### src/dct_consts.vh
`ifndef DCT_CONSTS_VH
`define DCT_CONSTS_VH

// register offsets inside expanded bank D (4-bit working register address)
`define DCT_ADDR_SCTL   4'h0
`define DCT_ADDR_SHCTL  4'h1
`define DCT_ADDR_WCTL   4'h2
`define DCT_ADDR_SRLO   4'h4
`define DCT_ADDR_SRHI   4'h5
`define DCT_ADDR_WRLO   4'h6
`define DCT_ADDR_WRHI   4'h7
`define DCT_ADDR_WCLO   4'h8
`define DCT_ADDR_WCHI   4'h9
`define DCT_ADDR_SCLO   4'hA
`define DCT_ADDR_SCHI   4'hB

// short and wide timer control fields
`define DCT_EN          7
`define DCT_ONE         6
`define DCT_TO          5
`define DCT_CAP         4
`define DCT_CIE         2
`define DCT_TIE         1

// shared control fields
`define DCT_TX          7
`define DCT_EDGF        5
`define DCT_EDGR        4
`define DCT_PPH         3
`define DCT_PPL         2
`define DCT_SINIT       1
`define DCT_WINIT       0

// reset values
`define DCT_RST_BYTE    8'h00
`define DCT_RST_WORD    16'h0000

`endif

### src/dct_down_counter.v
`default_nettype none

// loadable down counter; wraps from zero to all ones
module dct_down_counter #(
    parameter WIDTH = 8
) (
    // clock and reset
    input  wire             clk,
    input  wire             rst,
    // control
    input  wire             load,
    input  wire [WIDTH-1:0] loadVal,
    input  wire             run,
    // state
    output wire [WIDTH-1:0] count,
    output wire             terminal
);
    reg [WIDTH-1:0] cnt_q;
    reg             fresh_q;

    // zero reached by counting, not by a fresh load of zero
    assign terminal = run && (cnt_q == {WIDTH{1'b0}}) && !fresh_q;
    assign count    = cnt_q;

    // load wins over counting; zero steps on to all ones
    always @(posedge clk) begin
        if (rst) begin
            cnt_q   <= {WIDTH{1'b0}};
            fresh_q <= 1'b0;
        end else if (load) begin
            cnt_q   <= loadVal;
            fresh_q <= 1'b1;
        end else if (run) begin
            cnt_q   <= cnt_q - {{(WIDTH-1){1'b0}}, 1'b1};
            fresh_q <= 1'b0;
        end
    end
endmodule // dct_down_counter

`default_nettype wire

### src/dct_timer_pair.v
// What this block does
// - high-phase count goes to short high capture
// - low-phase count goes to short low capture
// - wide capture split into msb and lsb
// - capture reads return value; writes ignored
// - short enable sets level, loads matching reload
// - one-shot: stop, toggle, flag, optional interrupt
// - repeating: toggle, reload by new level
// - new reload values apply at next load
// - count zero wraps through all ones
// - wide single-pass ignores edges after first
// - single-pass short timeout captures wide count, no reload
// - single-pass rewritten zero-one rearms first edge
// - wide zero wraps, flags timeout, optional interrupt
// - either enable starts alternating operation
// - short end hands to wide, wide back
// - each timer interrupts at its terminal count
// - writing select field zero stops alternating
`include "dct_consts.vh"
`default_nettype none

module dct_timer_pair (
    // clock and reset
    input  wire       clk,
    input  wire       rst,
    // bank D register port
    input  wire [3:0] regAddr,
    input  wire       regWrEn,
    input  wire [7:0] regWrData,
    output reg  [7:0] regRdData_q,
    // link pins
    input  wire       measIn,
    output reg        shortOut_q,
    output reg        wideOut_q,
    // interrupt requests
    output reg        shortIrq_q,
    output reg        wideIrq_q
);
    // control and data registers
    reg  [7:0]  sCtl_q;
    reg  [7:0]  shCtl_q;
    reg  [7:0]  wCtl_q;
    reg  [7:0]  sRelLo_q;
    reg  [7:0]  sRelHi_q;
    reg  [7:0]  wRelLo_q;
    reg  [7:0]  wRelHi_q;
    reg  [7:0]  capSHi_q;
    reg  [7:0]  capSLo_q;
    reg  [15:0] capW_q;
    reg         armed_q;
    // input synchroniser and filtered level
    reg         sync1_q;
    reg         sync2_q;
    reg         sync3_q;
    reg         lvl_q;
    // next values
    reg  [7:0]  sCtl_d;
    reg  [7:0]  wCtl_d;
    reg  [7:0]  capSHi_d;
    reg  [7:0]  capSLo_d;
    reg  [15:0] capW_d;
    reg         armed_d;
    reg         sOut_d;
    reg         wOut_d;
    reg  [7:0]  rd_d;
    // counter controls
    reg         sLoad;
    reg  [7:0]  sLoadVal;
    reg         wLoad;
    reg  [15:0] wLoadVal;
    wire [7:0]  sCount;
    wire [15:0] wCount;
    wire        sTerm;
    wire        wTerm;

    // decoded strobes and mode terms
    wire wrSCtl  = regWrEn && (regAddr == `DCT_ADDR_SCTL);
    wire wrShCtl = regWrEn && (regAddr == `DCT_ADDR_SHCTL);
    wire wrWCtl  = regWrEn && (regAddr == `DCT_ADDR_WCTL);
    wire txMode  = shCtl_q[`DCT_TX];
    wire ppOn    = txMode && (shCtl_q[`DCT_PPH:`DCT_PPL] != 2'b00);
    wire sStart  = wrSCtl && regWrData[`DCT_EN] && !sCtl_q[`DCT_EN];
    wire wStart  = wrWCtl && regWrData[`DCT_EN] && !wCtl_q[`DCT_EN];
    wire sKick   = ppOn && wTerm;
    wire wKick   = ppOn && sTerm;
    wire wWide   = wrWCtl && regWrData[`DCT_ONE] && !wCtl_q[`DCT_ONE];

    // input edges count once the second and third stages agree
    wire lvlNew  = (sync2_q == sync3_q) ? sync3_q : lvl_q;
    wire inEdge  = lvlNew != lvl_q;
    wire inRise  = inEdge && lvlNew;
    wire inFall  = inEdge && !lvlNew;
    wire selEdge = (inRise && shCtl_q[`DCT_EDGR]) || (inFall && shCtl_q[`DCT_EDGF]);

    // elapsed ticks since the short counter was cleared
    wire [7:0] sElapsed = 8'h00 - sCount;

    dct_down_counter #(
        .WIDTH(8)
    ) uShort (
        .clk      (clk),
        .rst      (rst),
        .load     (sLoad),
        .loadVal  (sLoadVal),
        .run      (sCtl_q[`DCT_EN]),
        .count    (sCount),
        .terminal (sTerm)
    );

    dct_down_counter #(
        .WIDTH(16)
    ) uWide (
        .clk      (clk),
        .rst      (rst),
        .load     (wLoad),
        .loadVal  (wLoadVal),
        .run      (wCtl_q[`DCT_EN]),
        .count    (wCount),
        .terminal (wTerm)
    );

    // next-state logic: software writes first, hardware sets win after
    always @* begin
        sCtl_d   = sCtl_q;
        wCtl_d   = wCtl_q;
        capSHi_d = capSHi_q;
        capSLo_d = capSLo_q;
        capW_d   = capW_q;
        armed_d  = armed_q;
        sOut_d   = shortOut_q;
        wOut_d   = wideOut_q;
        sLoad    = 1'b0;
        sLoadVal = 8'h00;
        wLoad    = 1'b0;
        wLoadVal = {wRelHi_q, wRelLo_q};
        // status flags clear by writing one
        if (wrSCtl) begin
            sCtl_d = {regWrData[7:6], sCtl_q[5:4] & ~regWrData[5:4], regWrData[3:0]};
        end
        if (wrWCtl) begin
            wCtl_d = {regWrData[7:6], wCtl_q[5:4] & ~regWrData[5:4], regWrData[3:0]};
        end
        if (wWide || wStart) begin
            armed_d = 1'b1;
        end
        if (txMode) begin
            // short timer waveform
            if (sStart || sKick) begin
                sCtl_d[`DCT_EN] = 1'b1;
                sOut_d = shCtl_q[`DCT_SINIT];
                sLoad = 1'b1;
                sLoadVal = shCtl_q[`DCT_SINIT] ? sRelHi_q : sRelLo_q;
            end else if (sTerm) begin
                sOut_d = !shortOut_q;
                sCtl_d[`DCT_TO] = 1'b1;
                if (ppOn || sCtl_q[`DCT_ONE]) begin
                    sCtl_d[`DCT_EN] = 1'b0;
                end else begin
                    sLoad = 1'b1;
                    sLoadVal = shortOut_q ? sRelLo_q : sRelHi_q;
                end
            end
            // wide timer waveform
            if (wStart || wKick) begin
                wCtl_d[`DCT_EN] = 1'b1;
                wOut_d = shCtl_q[`DCT_WINIT];
                wLoad = 1'b1;
            end else if (wTerm) begin
                wOut_d = !wideOut_q;
                wCtl_d[`DCT_TO] = 1'b1;
                if (ppOn || wCtl_q[`DCT_ONE]) begin
                    wCtl_d[`DCT_EN] = 1'b0;
                end else begin
                    wLoad = 1'b1;
                end
            end
        end else begin
            // short timer measures each phase of the input
            if (sStart) begin
                sLoad = 1'b1;
            end else if (sCtl_q[`DCT_EN] && inEdge) begin
                if (lvl_q) begin
                    capSHi_d = sElapsed;
                end else begin
                    capSLo_d = sElapsed;
                end
                sCtl_d[`DCT_CAP] = 1'b1;
                sLoad = 1'b1;
            end else if (sTerm) begin
                sCtl_d[`DCT_TO] = 1'b1;
            end
            // wide timer captures on selected edges
            if (wStart) begin
                wLoad = 1'b1;
            end else if (wCtl_q[`DCT_EN]) begin
                if (wCtl_q[`DCT_ONE]) begin
                    if (selEdge && armed_q) begin
                        capW_d = wCount;
                        wLoad = 1'b1;
                        armed_d = 1'b0;
                        wCtl_d[`DCT_CAP] = 1'b1;
                    end else if (sTerm) begin
                        capW_d = wCount;
                        wCtl_d[`DCT_CAP] = 1'b1;
                    end
                end else if (selEdge) begin
                    capW_d = wCount;
                    wLoad = 1'b1;
                    wCtl_d[`DCT_CAP] = 1'b1;
                end
                if (wTerm) begin
                    wCtl_d[`DCT_TO] = 1'b1;
                end
            end
        end
    end

    // read data multiplexer, registered one cycle after the address
    always @* begin
        case (regAddr)
            `DCT_ADDR_SCTL:  rd_d = sCtl_q;
            `DCT_ADDR_SHCTL: rd_d = shCtl_q;
            `DCT_ADDR_WCTL:  rd_d = wCtl_q;
            `DCT_ADDR_SRLO:  rd_d = sRelLo_q;
            `DCT_ADDR_SRHI:  rd_d = sRelHi_q;
            `DCT_ADDR_WRLO:  rd_d = wRelLo_q;
            `DCT_ADDR_WRHI:  rd_d = wRelHi_q;
            `DCT_ADDR_WCLO:  rd_d = capW_q[7:0];
            `DCT_ADDR_WCHI:  rd_d = capW_q[15:8];
            `DCT_ADDR_SCLO:  rd_d = capSLo_q;
            `DCT_ADDR_SCHI:  rd_d = capSHi_q;
            default:         rd_d = 8'h00;
        endcase
    end

    // input synchroniser, three stages
    always @(posedge clk) begin
        if (rst) begin
            sync1_q <= 1'b0;
            sync2_q <= 1'b0;
            sync3_q <= 1'b0;
            lvl_q   <= 1'b0;
        end else begin
            sync1_q <= measIn;
            sync2_q <= sync1_q;
            sync3_q <= sync2_q;
            lvl_q   <= lvlNew;
        end
    end

    // register file; capture registers ignore writes
    always @(posedge clk) begin
        if (rst) begin
            sCtl_q   <= `DCT_RST_BYTE;
            shCtl_q  <= `DCT_RST_BYTE;
            wCtl_q   <= `DCT_RST_BYTE;
            sRelLo_q <= `DCT_RST_BYTE;
            sRelHi_q <= `DCT_RST_BYTE;
            wRelLo_q <= `DCT_RST_BYTE;
            wRelHi_q <= `DCT_RST_BYTE;
            capSHi_q <= `DCT_RST_BYTE;
            capSLo_q <= `DCT_RST_BYTE;
            capW_q   <= `DCT_RST_WORD;
            armed_q  <= 1'b0;
        end else begin
            sCtl_q   <= sCtl_d;
            wCtl_q   <= wCtl_d;
            capSHi_q <= capSHi_d;
            capSLo_q <= capSLo_d;
            capW_q   <= capW_d;
            armed_q  <= armed_d;
            if (wrShCtl) begin
                shCtl_q <= regWrData;
            end
            if (regWrEn && regAddr == `DCT_ADDR_SRLO) begin
                sRelLo_q <= regWrData;
            end
            if (regWrEn && regAddr == `DCT_ADDR_SRHI) begin
                sRelHi_q <= regWrData;
            end
            if (regWrEn && regAddr == `DCT_ADDR_WRLO) begin
                wRelLo_q <= regWrData;
            end
            if (regWrEn && regAddr == `DCT_ADDR_WRHI) begin
                wRelHi_q <= regWrData;
            end
        end
    end

    // outputs, read data and interrupt levels
    always @(posedge clk) begin
        if (rst) begin
            shortOut_q  <= 1'b0;
            wideOut_q   <= 1'b0;
            regRdData_q <= `DCT_RST_BYTE;
            shortIrq_q  <= 1'b0;
            wideIrq_q   <= 1'b0;
        end else begin
            shortOut_q  <= sOut_d;
            wideOut_q   <= wOut_d;
            regRdData_q <= rd_d;
            shortIrq_q  <= sCtl_q[`DCT_TO] && sCtl_q[`DCT_TIE];
            wideIrq_q   <= (wCtl_q[`DCT_TO] && wCtl_q[`DCT_TIE])
                        || (wCtl_q[`DCT_CAP] && wCtl_q[`DCT_CIE]);
        end
    end
endmodule // dct_timer_pair

`default_nettype wire

### config.mk
export PLATFORM = sky130hd
export DESIGN_NAME = dct_timer_pair
export DESIGN_NICKNAME = d
export VERILOG_FILES = /design/src/dct_down_counter.v /design/src/dct_timer_pair.v
export VERILOG_INCLUDE_DIRS = /design/src
export SDC_FILE = /design/constraint.sdc
export NUM_CORES = 1
export LEC_CHECK = 0
export BUFFER_PORTS_ARGS = -buffer_cell sky130_fd_sc_hd__buf_2
export CORE_MARGIN = 5
export CORE_UTILIZATION = 55
export DETAILED_ROUTE_END_ITERATION = 10
export GPL_TIMING_DRIVEN = 0
export HOLD_SLACK_MARGIN = 0.05
export PLACE_DENSITY = 0.78
export SLEW_MARGIN = 10
export SYNTH_ARGS = -nofsm -noshare
export SYNTH_HDL_FRONTEND = slang
export SYNTH_SLANG_ARGS = --single-unit
### constraint.sdc
create_clock -name clk -period 3 [get_ports clk]
set_input_delay 0.75 -clock clk [delete_from_list [all_inputs] [get_ports clk]]
set_output_delay 0.75 -clock clk [all_outputs]
set_load 0.01 [all_outputs]
==> results.md, run 1 <==
Detailed routing:
- The first-pass iteration count of the detailed router is 6.
- The vias per cell is 6.329.
- Across all layers, the routed design uses 6228 vias.
- The DRC marker count from the first detailed-route iteration is 738.
- Dividing the detail-routed wire length by the instance count gives 21.35 µm.
- After detailed routing, the number of remaining DRC violations is 0.
- The detail route stage leaves a number of antenna-violating nets equal to 0.
- The routed wire length is 21.01 mm.

Clock network:
- CTS built an H-tree with a depth of 4.
- The number of hold buffers added after CTS is 0.
- The number of clock buffers added by TritonCTS is 17.
- In this run the clock root is driven by a sky130_fd_sc_hd__clkbuf_16.
- After clock tree synthesis, the repair step resized 0 gates.
- TritonCTS built the clock tree.
- The buffer levels on the longest clock path is 2.
- The later-pin clock latency in the skew report is 0.42 ns.
- Clock-pin slew was measured on the worst setup and hold paths at 0.06 ns.
- The setup fix buffers added after clock tree synthesis is 0.
- The clock net in this run drives a total of 131 sinks.

Worst setup path:
- The launch instance of the worst register-to-register path is uShort.count[0].
- The path type of the worst setup path is flop to flop.
- The biggest fanout along the worst timing path is 10.
- The kind of start point of the critical path is a flop.
- The register-to-register path setup slack is 0.09 ns.
- The path depth of the worst reg2reg path is 9.
- The worst setup path startpoint is uShort.count[0].
- The worst setup path is captured at a flop.
- At the worst endpoint, the required time is 3.26 ns.
- The endpoint of the worst register-to-register path is uWide.count[10].
- The data arrival time of the critical path is 3.17 ns.

Min path:
- The worst hold path terminates at sync2_q.
- The depth of the worst hold-timing path is 1.
- The path class of the tightest hold or removal check is flop to flop.
- The source of the worst hold timing path is sync1_q.

Die:
- The initial utilization of the core area, before any placement, comes to 55.97%.
- The die covers 13820 µm².
- After floorplanning, the core was sized to cover 11370 µm².
- The y dimension of the die is 117.6 µm.
- The number of primary I/O pins is 28.
- After floorplanning, the core was divided into 39 placement rows.
- The die boundary width is 117.6 µm.

Synth:
- The dominant combinational cell family by area after synthesis is simple AND/OR/NAND/NOR gates.
- The fraction of synthesis flops using an asynchronous set or reset pin is 0%.
- The gate count of the mapped netlist is 785.
- The xor/xnor share of the synthesized area is 2.615%.
- Yosys attributes the largest share of cell area to sky130_fd_sc_hd__dfxtp_1 41%, sky130_fd_sc_hd__nand2_1 9.7%, sky130_fd_sc_hd__mux2i_1 7.7%.
- The most used flip-flop cell after synthesis is sky130_fd_sc_hd__dfxtp_1.
- The cell type with the largest total area after synthesis is sky130_fd_sc_hd__dfxtp_1.
- In the post-synthesis netlist, the cell with the most instances is sky130_fd_sc_hd__nand2_1.
- The count of flip-flops with a built-in enable after synthesis is 0.
- In this run the biggest area consumer among cell types represents 41.21% of the synthesized area.
- The commonest cells after synthesis are 165 x sky130_fd_sc_hd__nand2_1, 131 x sky130_fd_sc_hd__dfxtp_1, 94 x sky130_fd_sc_hd__a21oi_1.
- Summing the areas of all and, or, nand and nor instances in the mapped netlist gives 22.85% of the synthesized area.
- Summing the areas of all fa, ha and maj instances in the mapped netlist gives 1.573% of the synthesized area.
- The portion of netlist area occupied by mux cells is 9.831%.
- The synthesized netlist occupies a cell area of 6364 µm².
- The Yosys step of the flow raised 0 warnings.
- The share of the synthesized area in compound gates (AO/OA/AOI/OAI) is 17.18%.
- The mean post-synth cell area is 8.107 µm².
- The share of the Yosys chip area taken by registers is 41.21%.
- Counting every net in the synthesized netlist gives 809.
- The register bit count reported by yosys is 131.
- The count of unique library cells instantiated by Yosys is 57.

Global routing:
- The number of antenna violations at the first check in global routing is 0.
- Across every metal layer, demand over resource in global routing totals 30.32%.
- The via count of the first global-routing pass is 5803.
- The largest net degree at the start of global routing is 17.
- The first global-routing pass estimated 32.78 mm of wire.
- For this run the aggregate overflow at the end of global routing stands at 0.

STA:
- Setup violations remaining at the end of the flow were counted as 0.
- The number of pins exceeding their max-slew limit in the final report is 0.
- The normalized max-slew margin is 41.54%.
- The clock tree skew after final layout is 0.005857 ns.
- The final hold violation count is 0.
- The fmax is 0.3436 GHz.
- Setup repair after global routing left no endpoint under its margin.
- The smallest hold slack is 0.4496 ns.
- Subtracting the final worst setup slack from the clock period gives 2.911 ns.
- At the pin with the least slew margin, the transition time is 0.8702 ns.
- Dividing the final minimum period by the clock period gives 97.02%.

Run:
- Max-cap violations in this run came to 0.

Pwr:
- The overall power is 4.409 mW.
- The maximum vdd ir drop is 380.0 µV.
- Summed over all cells, the static leakage comes to 2.564 nW.
- The total power per unit cell area is 602.3 nW/µm².

Layout:
- The area growth from synthesis to layout is 15.04%.
- The number of non-filler instances in the completed layout is 984.
- Of the cells placed in the final design, the portion with a size suffix greater than 1 is 10.23%.
- Counting the fill cells in the layout gives 975.
- 0 antenna diodes ended up in the layout.
- The net total in the final layout is 852.

Place:
- After legalization and detailed placement, the total HPWL measured 15.31 mm.
- In this run the tool buffered the top-level ports with 24 buffer cells.
- The final estimated routing congestion in global placement is 1.043.
- After detailed placement, the design holds a cell count of 952.

Status:
- The flow ran to the end, and the final reports show no timing, DRC or antenna violations.
==> power breakdown <==
part,switching (mW),total [mW],leakage [nW],internal (mW)
registers,0.0311,1.80,1.06,1.77
clock network,0.764,2.30,0.313,1.54
logic,0.212,0.308,1.19,0.0966
==> layer usage <==
layer | vias to the layer above | track usage (%) | wire length (µm) | part of all wire, %
met5 | - | 0 | 0 | 0
met4 | 0 | 14.91 | 1104 | 5.3
met3 | 79 | 5.430 | 1959 | 9.3
met2 | 392 | 45.37 | 8993 | 43
met1 | 2926 | 42.05 | 8954 | 43
li1 | 2831 | - | - | -
==> layout make-up <==
| class | count | area (µm²) | area share (%) |
|---|---|---|---|
| Buffer | 54 | 264.0 | 3.606 |
| Clock buffer | 23 | 478.0 | 6.529 |
| Clock inverter | 9 | 175.2 | 2.393 |
| Inverter | 10 | 37.54 | 0.5127 |
| Multi-Input combinational cell | 590 | 3445 | 47.05 |
| Sequential cell | 131 | 2623 | 35.82 |
| Tap cell | 143 | 178.9 | 2.444 |
| Timing Repair Buffer | 24 | 120.1 | 1.641 |
==> cells by family after synthesis <==
family,Yosys count
simple gates,324
fa+ha+maj,8
mux,60
buf+inv,64
flops,131
compound gates,179
xor+xnor,19
==> layout by cell type (no fill, tap or decap), types with 10 or more instances in the layout <==
cell type	n
sky130_fd_sc_hd__dfxtp_1	131
sky130_fd_sc_hd__clkbuf_16	17
sky130_fd_sc_hd__nand2_1	165
sky130_fd_sc_hd__xnor2_1	13
sky130_fd_sc_hd__a211oi_1	17
sky130_fd_sc_hd__mux2i_1	49
sky130_fd_sc_hd__o21ai_0	16
sky130_fd_sc_hd__nand3_1	16
sky130_fd_sc_hd__mux2_2	10
sky130_fd_sc_hd__buf_2	29
sky130_fd_sc_hd__nor2_1	74
sky130_fd_sc_hd__nor3_1	17
sky130_fd_sc_hd__clkbuf_1	37
sky130_fd_sc_hd__a21oi_1	94
==> worst max-delay path by stage <==
| stage | end | slack (ns) | depth (start not counted) |
|---|---|---|---|
| floorplan | uWide.count[9] | 0.39 | 10 |
| global placement | uWide.count[10] | -0.19 | 11 |
| detailed placement | uWide.count[10] | -0.30 | 11 |
| CTS | uWide.count[10] | 0.1 | 11 |
| global route | uWide.count[10] | 0.005 | 9 |
| finish | uWide.count[10] | 0.09 | 9 |
==> sequential cells by signal, summed over array words and instances (netlist names), 8 cells and up <==
register / count
capSHi_q: 8
wRelLo_q: 8
capW_q: 16
shCtl_q: 8
wCtl_q: 8
uWide.count: 16
regRdData_q: 8
sRelLo_q: 8
sCtl_q: 8
uShort.count: 8
capSLo_q: 8
sRelHi_q: 8
wRelHi_q: 8
==> metrics by stage <==
stage / instance area, µm² / utilization [%] / setup TNS, ns / setup slack (ns)
final: 7321 / 64.39 / 0 / 0.08943
after global routing: 7321 / 64.39 / 0 / 0.004810
after CTS: 7316 / 64.34 / 0 / 0.09638
after detailed placement: 6663 / 58.60 / -4.040 / -0.3003
after global placement: 6663 / 58.60 / -1.764 / -0.1909
after floorplan: 6364 / - / 0 / 0.3902
==> critical path, cell delays in order, from the launching register on <==
cell and delay (ns):
sky130_fd_sc_hd__dfxtp_1 0.38, sky130_fd_sc_hd__inv_1 0.11, sky130_fd_sc_hd__ha_1 0.24, sky130_fd_sc_hd__or4bb_1 0.55
sky130_fd_sc_hd__nor3_4 0.44, sky130_fd_sc_hd__a21oi_1 0.22, sky130_fd_sc_hd__a31o_2 0.32, sky130_fd_sc_hd__buf_4 0.19
sky130_fd_sc_hd__nor2_1 0.17, sky130_fd_sc_hd__a211oi_1 0.10
No activity file was read; power rests on OpenSTA's default activity.
==> inputs of run 2 (changes only) <==
--- a/config.mk
+++ b/config.mk
@@ -16,4 +16,5 @@
 export SLEW_MARGIN = 10
 export SYNTH_ARGS = -nofsm -noshare
 export SYNTH_HDL_FRONTEND = slang
+export SYNTH_HIERARCHICAL = 1
 export SYNTH_SLANG_ARGS = --single-unit
==> run 2 against run 1 <==
The flow now finishes with violations (negative setup slack). Synthesized area grew 2.4%. Global-route usage decreased by 0.98 points. Synthesized cell count down 1.7%. Die area rose by 2.2%. Routed wire length down 0.79%. Clock skew increased by 0.0051 ns. Flip-flop and latch count stayed put. Setup slack worse by 0.11 ns. Fmax shrank 3.5%. Count of clock-buffer cells in the layout fell by 2. Critical path type unchanged. Largest cell class unchanged.
==> results.md, run 2 <==
Layout:
- The final instance area is 7654 µm² (+4.5%).
- The share of post-route cells with drive strength above 1 is 18.03% (+7.8 points).
- The number of non-filler instances in the completed layout is 986 (+0.20%).
- The antenna diode count was 0 (unchanged).
- The area growth from synthesis to layout is 17.48%.
- The net total in the final layout came to 854 (+0.23%).
- In the layout the commonest cells are 146 x sky130_fd_sc_hd__nand2_1, 126 x sky130_fd_sc_hd__dfxtp_1, 86 x sky130_fd_sc_hd__a21oi_1, 51 x sky130_fd_sc_hd__nor2_1, 37 x sky130_fd_sc_hd__buf_2.
- Leaving out fill and tap cells, the most frequent cell in the layout is sky130_fd_sc_hd__nand2_1.

Global routing:
- The global-route usage over all layers was 29.33% (-0.98 points).
- The via count of the first global-routing pass is 6036 (+4.0%).
- The first-pass GRT wire length is 32.55 mm (-0.71%).
- The largest net degree at the start of global routing is 17 (unchanged).
- The residual overflow from global routing was 0 (unchanged).
- The number of antenna violations at the first check in global routing is 0 (unchanged).

Clock network:
- The number of buffers inserted during clock tree synthesis was 17 (unchanged).
- The deepest level of the CTS H-tree was 4 (unchanged).
- The later-pin clock latency in the skew report is 0.43 ns (about the same).
- The clock slew seen by the registers of the worst setup and hold paths is 0.06 ns (about the same).
- The number of hold buffers added after CTS is 0 (unchanged).
- The clock sink count came to 131 (unchanged).
- The buffer levels on the longest clock path is 2 (unchanged).
- Clock tree synthesis selected as its root buffer the cell sky130_fd_sc_hd__clkbuf_16.
- The TritonCTS clock tree is yes.

Die:
- The area of the core came to 11520 µm² (+1.3%).
- The number of placement rows is 39 (unchanged).
- The starting utilization of the core area came to 56.57% (+0.60 points).
- The y dimension of the die was 118.8 µm (+1.1%).
- The number of primary I/O pins was 28 (unchanged).
- The overall die area is 14120 µm² (+2.2%).
- The die boundary width is 118.8 µm (+1.1%).

Worst setup path:
- In this run the worst setup path terminates at uShort/count[4].
- The master of the slowest instance on the critical path is sky130_fd_sc_hd__or4_4.
- The launch instance of the worst register-to-register path is uWide/count[5].
- The required time of the worst setup path is 3.33 ns (+0.07 ns).
- The data arrival time of the critical path is 3.35 ns (+0.18 ns).
- The register-to-register path setup slack was -0.02 ns (-0.11 ns).
- The path type of the worst setup path is flop to flop.
- The worst setup path is launched from a flop.
- The kind of capture point of the worst setup path is a flop.
- The critical path goes through or4_4 > or3_4 > nor4b_4 > buf_4 > o211a_4 > a21oi_4 > o32ai_4 > a22o_1 > nor2_1 > a311oi_1.
- The worst setup path startpoint is uWide/count[5].
- The worst register-to-register path ends at uShort/count[4].
- The biggest fanout along the worst timing path is 7 (-3).
- The largest incremental delay on the critical path is 0.53 ns (-0.02 ns).
- The path depth of the worst reg2reg path is 10 (+1).

Synth:
- The gate count of the mapped netlist is 772 (-1.7%).
- After synthesis, the cell types taking the most area are sky130_fd_sc_hd__dfxtp_1 40%, sky130_fd_sc_hd__nand2_1 8.4%, sky130_fd_sc_hd__a21oi_1 6.6%.
- The Yosys warning count was 6 (+6).
- The most used flip-flop cell after synthesis is sky130_fd_sc_hd__dfxtp_1.
- The most used standard cell by instance count after synthesis is sky130_fd_sc_hd__nand2_1.
- The count of flip-flops with a built-in enable after synthesis is 0 (unchanged).
- The proportion of netlist area held by the largest area contributor was 40.25% (-0.96 points).
- The area of the mapped netlist is 6515 µm² (+2.4%).
- Ranked by instance count, the synthesized netlist is headed by 146 x sky130_fd_sc_hd__nand2_1, 131 x sky130_fd_sc_hd__dfxtp_1, 86 x sky130_fd_sc_hd__a21oi_1.
- The register bit count reported by yosys is 131 (unchanged).
- The cell type with the largest total area after synthesis is sky130_fd_sc_hd__dfxtp_1.
- The net count of the mapped netlist is 796 (-1.6%).
- The count of unique library cells instantiated by Yosys was 78 (+37%).
- The mean post-synth cell area is 8.439 µm² (+4.1%).
- The fraction of synthesis flops using an asynchronous set or reset pin is 0% (unchanged).
- The post-synthesis sequential area ratio was 40.25% (-0.96 points).

Pwr:
- The maximum vdd ir drop was 417.7 µV (+9.9%).
- The leakage power is 2.736 nW (+6.7%).
- The total power per unit cell area is 544.8 nW/µm² (-9.5%).

Min path:
- The min-delay analysis places its worst path in the category flop to flop.
- The depth of the worst hold-timing path is 1 (unchanged).

Status:
- The flow ran to the end, but the final reports show violations.
- The checks that failed: negative setup slack.

STA:
- The final hold violation count is 0 (unchanged).
- Setup repair after global routing could not meet its margin everywhere.
- The smallest hold slack is 0.4486 ns (-0.001071 ns).
- The actual transition at the worst max-transition pin is 0.7737 ns (-0.09654 ns).
- The fmax was 0.3316 GHz (-3.5%).
- The final cycle utilization of the critical path is 100.5% (+3.5 points).
- The final critical path time including I/O delays and setup is 3.016 ns (+0.1055 ns).
- The final count of negative-setup-slack endpoints is 2 (+2).
- The number of pins exceeding their max-slew limit in the final report is 0 (unchanged).
- The normalized max-slew margin came to 48.42% (+6.9 points).
- The clock tree skew after final layout is 0.01099 ns (+0.005136 ns).
- The final worst-path setup slack is -0.01609 ns (-0.1055 ns).

Detailed routing:
- The routed wire length is 20.85 mm (-0.79%).
- The number of nets still failing antenna checks after routing is 0 (unchanged).
- The via total after detailed routing is 6337 (+1.8%).
- The first-pass iteration count of the detailed router is 6 (unchanged).
- The DRC marker count from the first detailed-route iteration is 987 (+34%).
- The vias per cell is 6.427 (+1.5%).
- The detailed-route wire length per cell came to 21.14 µm (-0.99%).
- The DRC violation count after routing is 0 (unchanged).

Place:
- The total placed instance area is 6854 µm² (+2.9%).
- The half-perimeter wire length after detailed placement is 14.68 mm (-4.1%).
- The number of buffers inserted by port buffering is 24 (unchanged).
- The number of placed instances with taps included is 939 (-1.4%).
- The final estimated routing congestion in global placement is 1.034 (-0.84%).

Run:
- The max-cap check violation count is 0 (unchanged).
[run 2: timing repair]
action	in CTS	in global routing
endpoints found under the setup margin	26	23
gates cloned	0	0
gates resized for setup	22	15
setup buffers	13	5
pin swaps	15	8
[run 2: cell families (layout without fill, tap and decap cells)]
group	Yosys count	after routing	synth area share, %
XOR/XNOR	14	14	1.882
buffers and inverters	74	145	5.243
multiplexers	46	46	7.893
flip-flops	131	131	40.25
AO/OA/AOI/OAI	201	201	20.45
adder cells (fa/ha/maj)	9	9	1.690
AND/OR/NAND/NOR	297	297	22.59
[run 2: through the flow]
stage | power, mW | utilization (%) | setup TNS (ns) | setup WS (ns)
CTS | 4.161 | 65.91 | -0.4715 | -0.1101
global placement | 2.099 | 59.52 | -13.42 | -0.7474
finish | 4.170 | 66.46 | -0.02503 | -0.01609
detailed placement | 2.107 | 59.52 | -15.06 | -0.7867
global route | 4.269 | 66.46 | -0.5587 | -0.09821
floorplan | 2.009 | - | 0 | 0.03192
[run 2: worst min-delay path by stage]
stage	start	end	slack, ns
final	sync1_q	sync2_q	0.45
after global routing	sync1_q	sync2_q	0.48
after CTS	sync1_q	sync2_q	0.45
after detailed placement	sync1_q	sync2_q	0.44
after global placement	sync1_q	sync2_q	0.42
after floorplan	sync1_q	sync2_q	0.41
[run 2: metal layers]
layer  track usage, %  vias to the layer above  wire length [µm]
met5                0                        -                 0
met4            14.12                        0               934
met3            7.867                       74              2256
met2            44.12                      406              9086
met1            39.21                     2966              8568
li1                 -                     2891                 -
[run 2: final cells by class]
type | instances | area (µm²)
plain buffers | 50 | 269.0
clock buffers | 21 | 450.4
clock inverters | 11 | 135.1
fillers | 942 | 3862
inverters | 21 | 78.83
multi-input cells | 567 | 3649
flip-flops and latches | 131 | 2634
well taps | 143 | 178.9
repair buffers | 42 | 259.0
[run 2: report_power, final]
part	switching, mW	total [mW]	internal (mW)
combinational	0.198	0.303	0.106
sequential	0.0295	1.79	1.76
clock	0.757	2.07	1.32
[run 2: critical path: cells and delay by family, from the launching register on]
| kind | cells | cell delay (ns) |
|---|---|---|
| AO/OA/AOI/OAI | 5 | 1.06 |
| buffers and inverters | 1 | 0.19 |
| AND/OR/NAND/NOR | 4 | 1.34 |
| flip-flops | 1 | 0.32 |
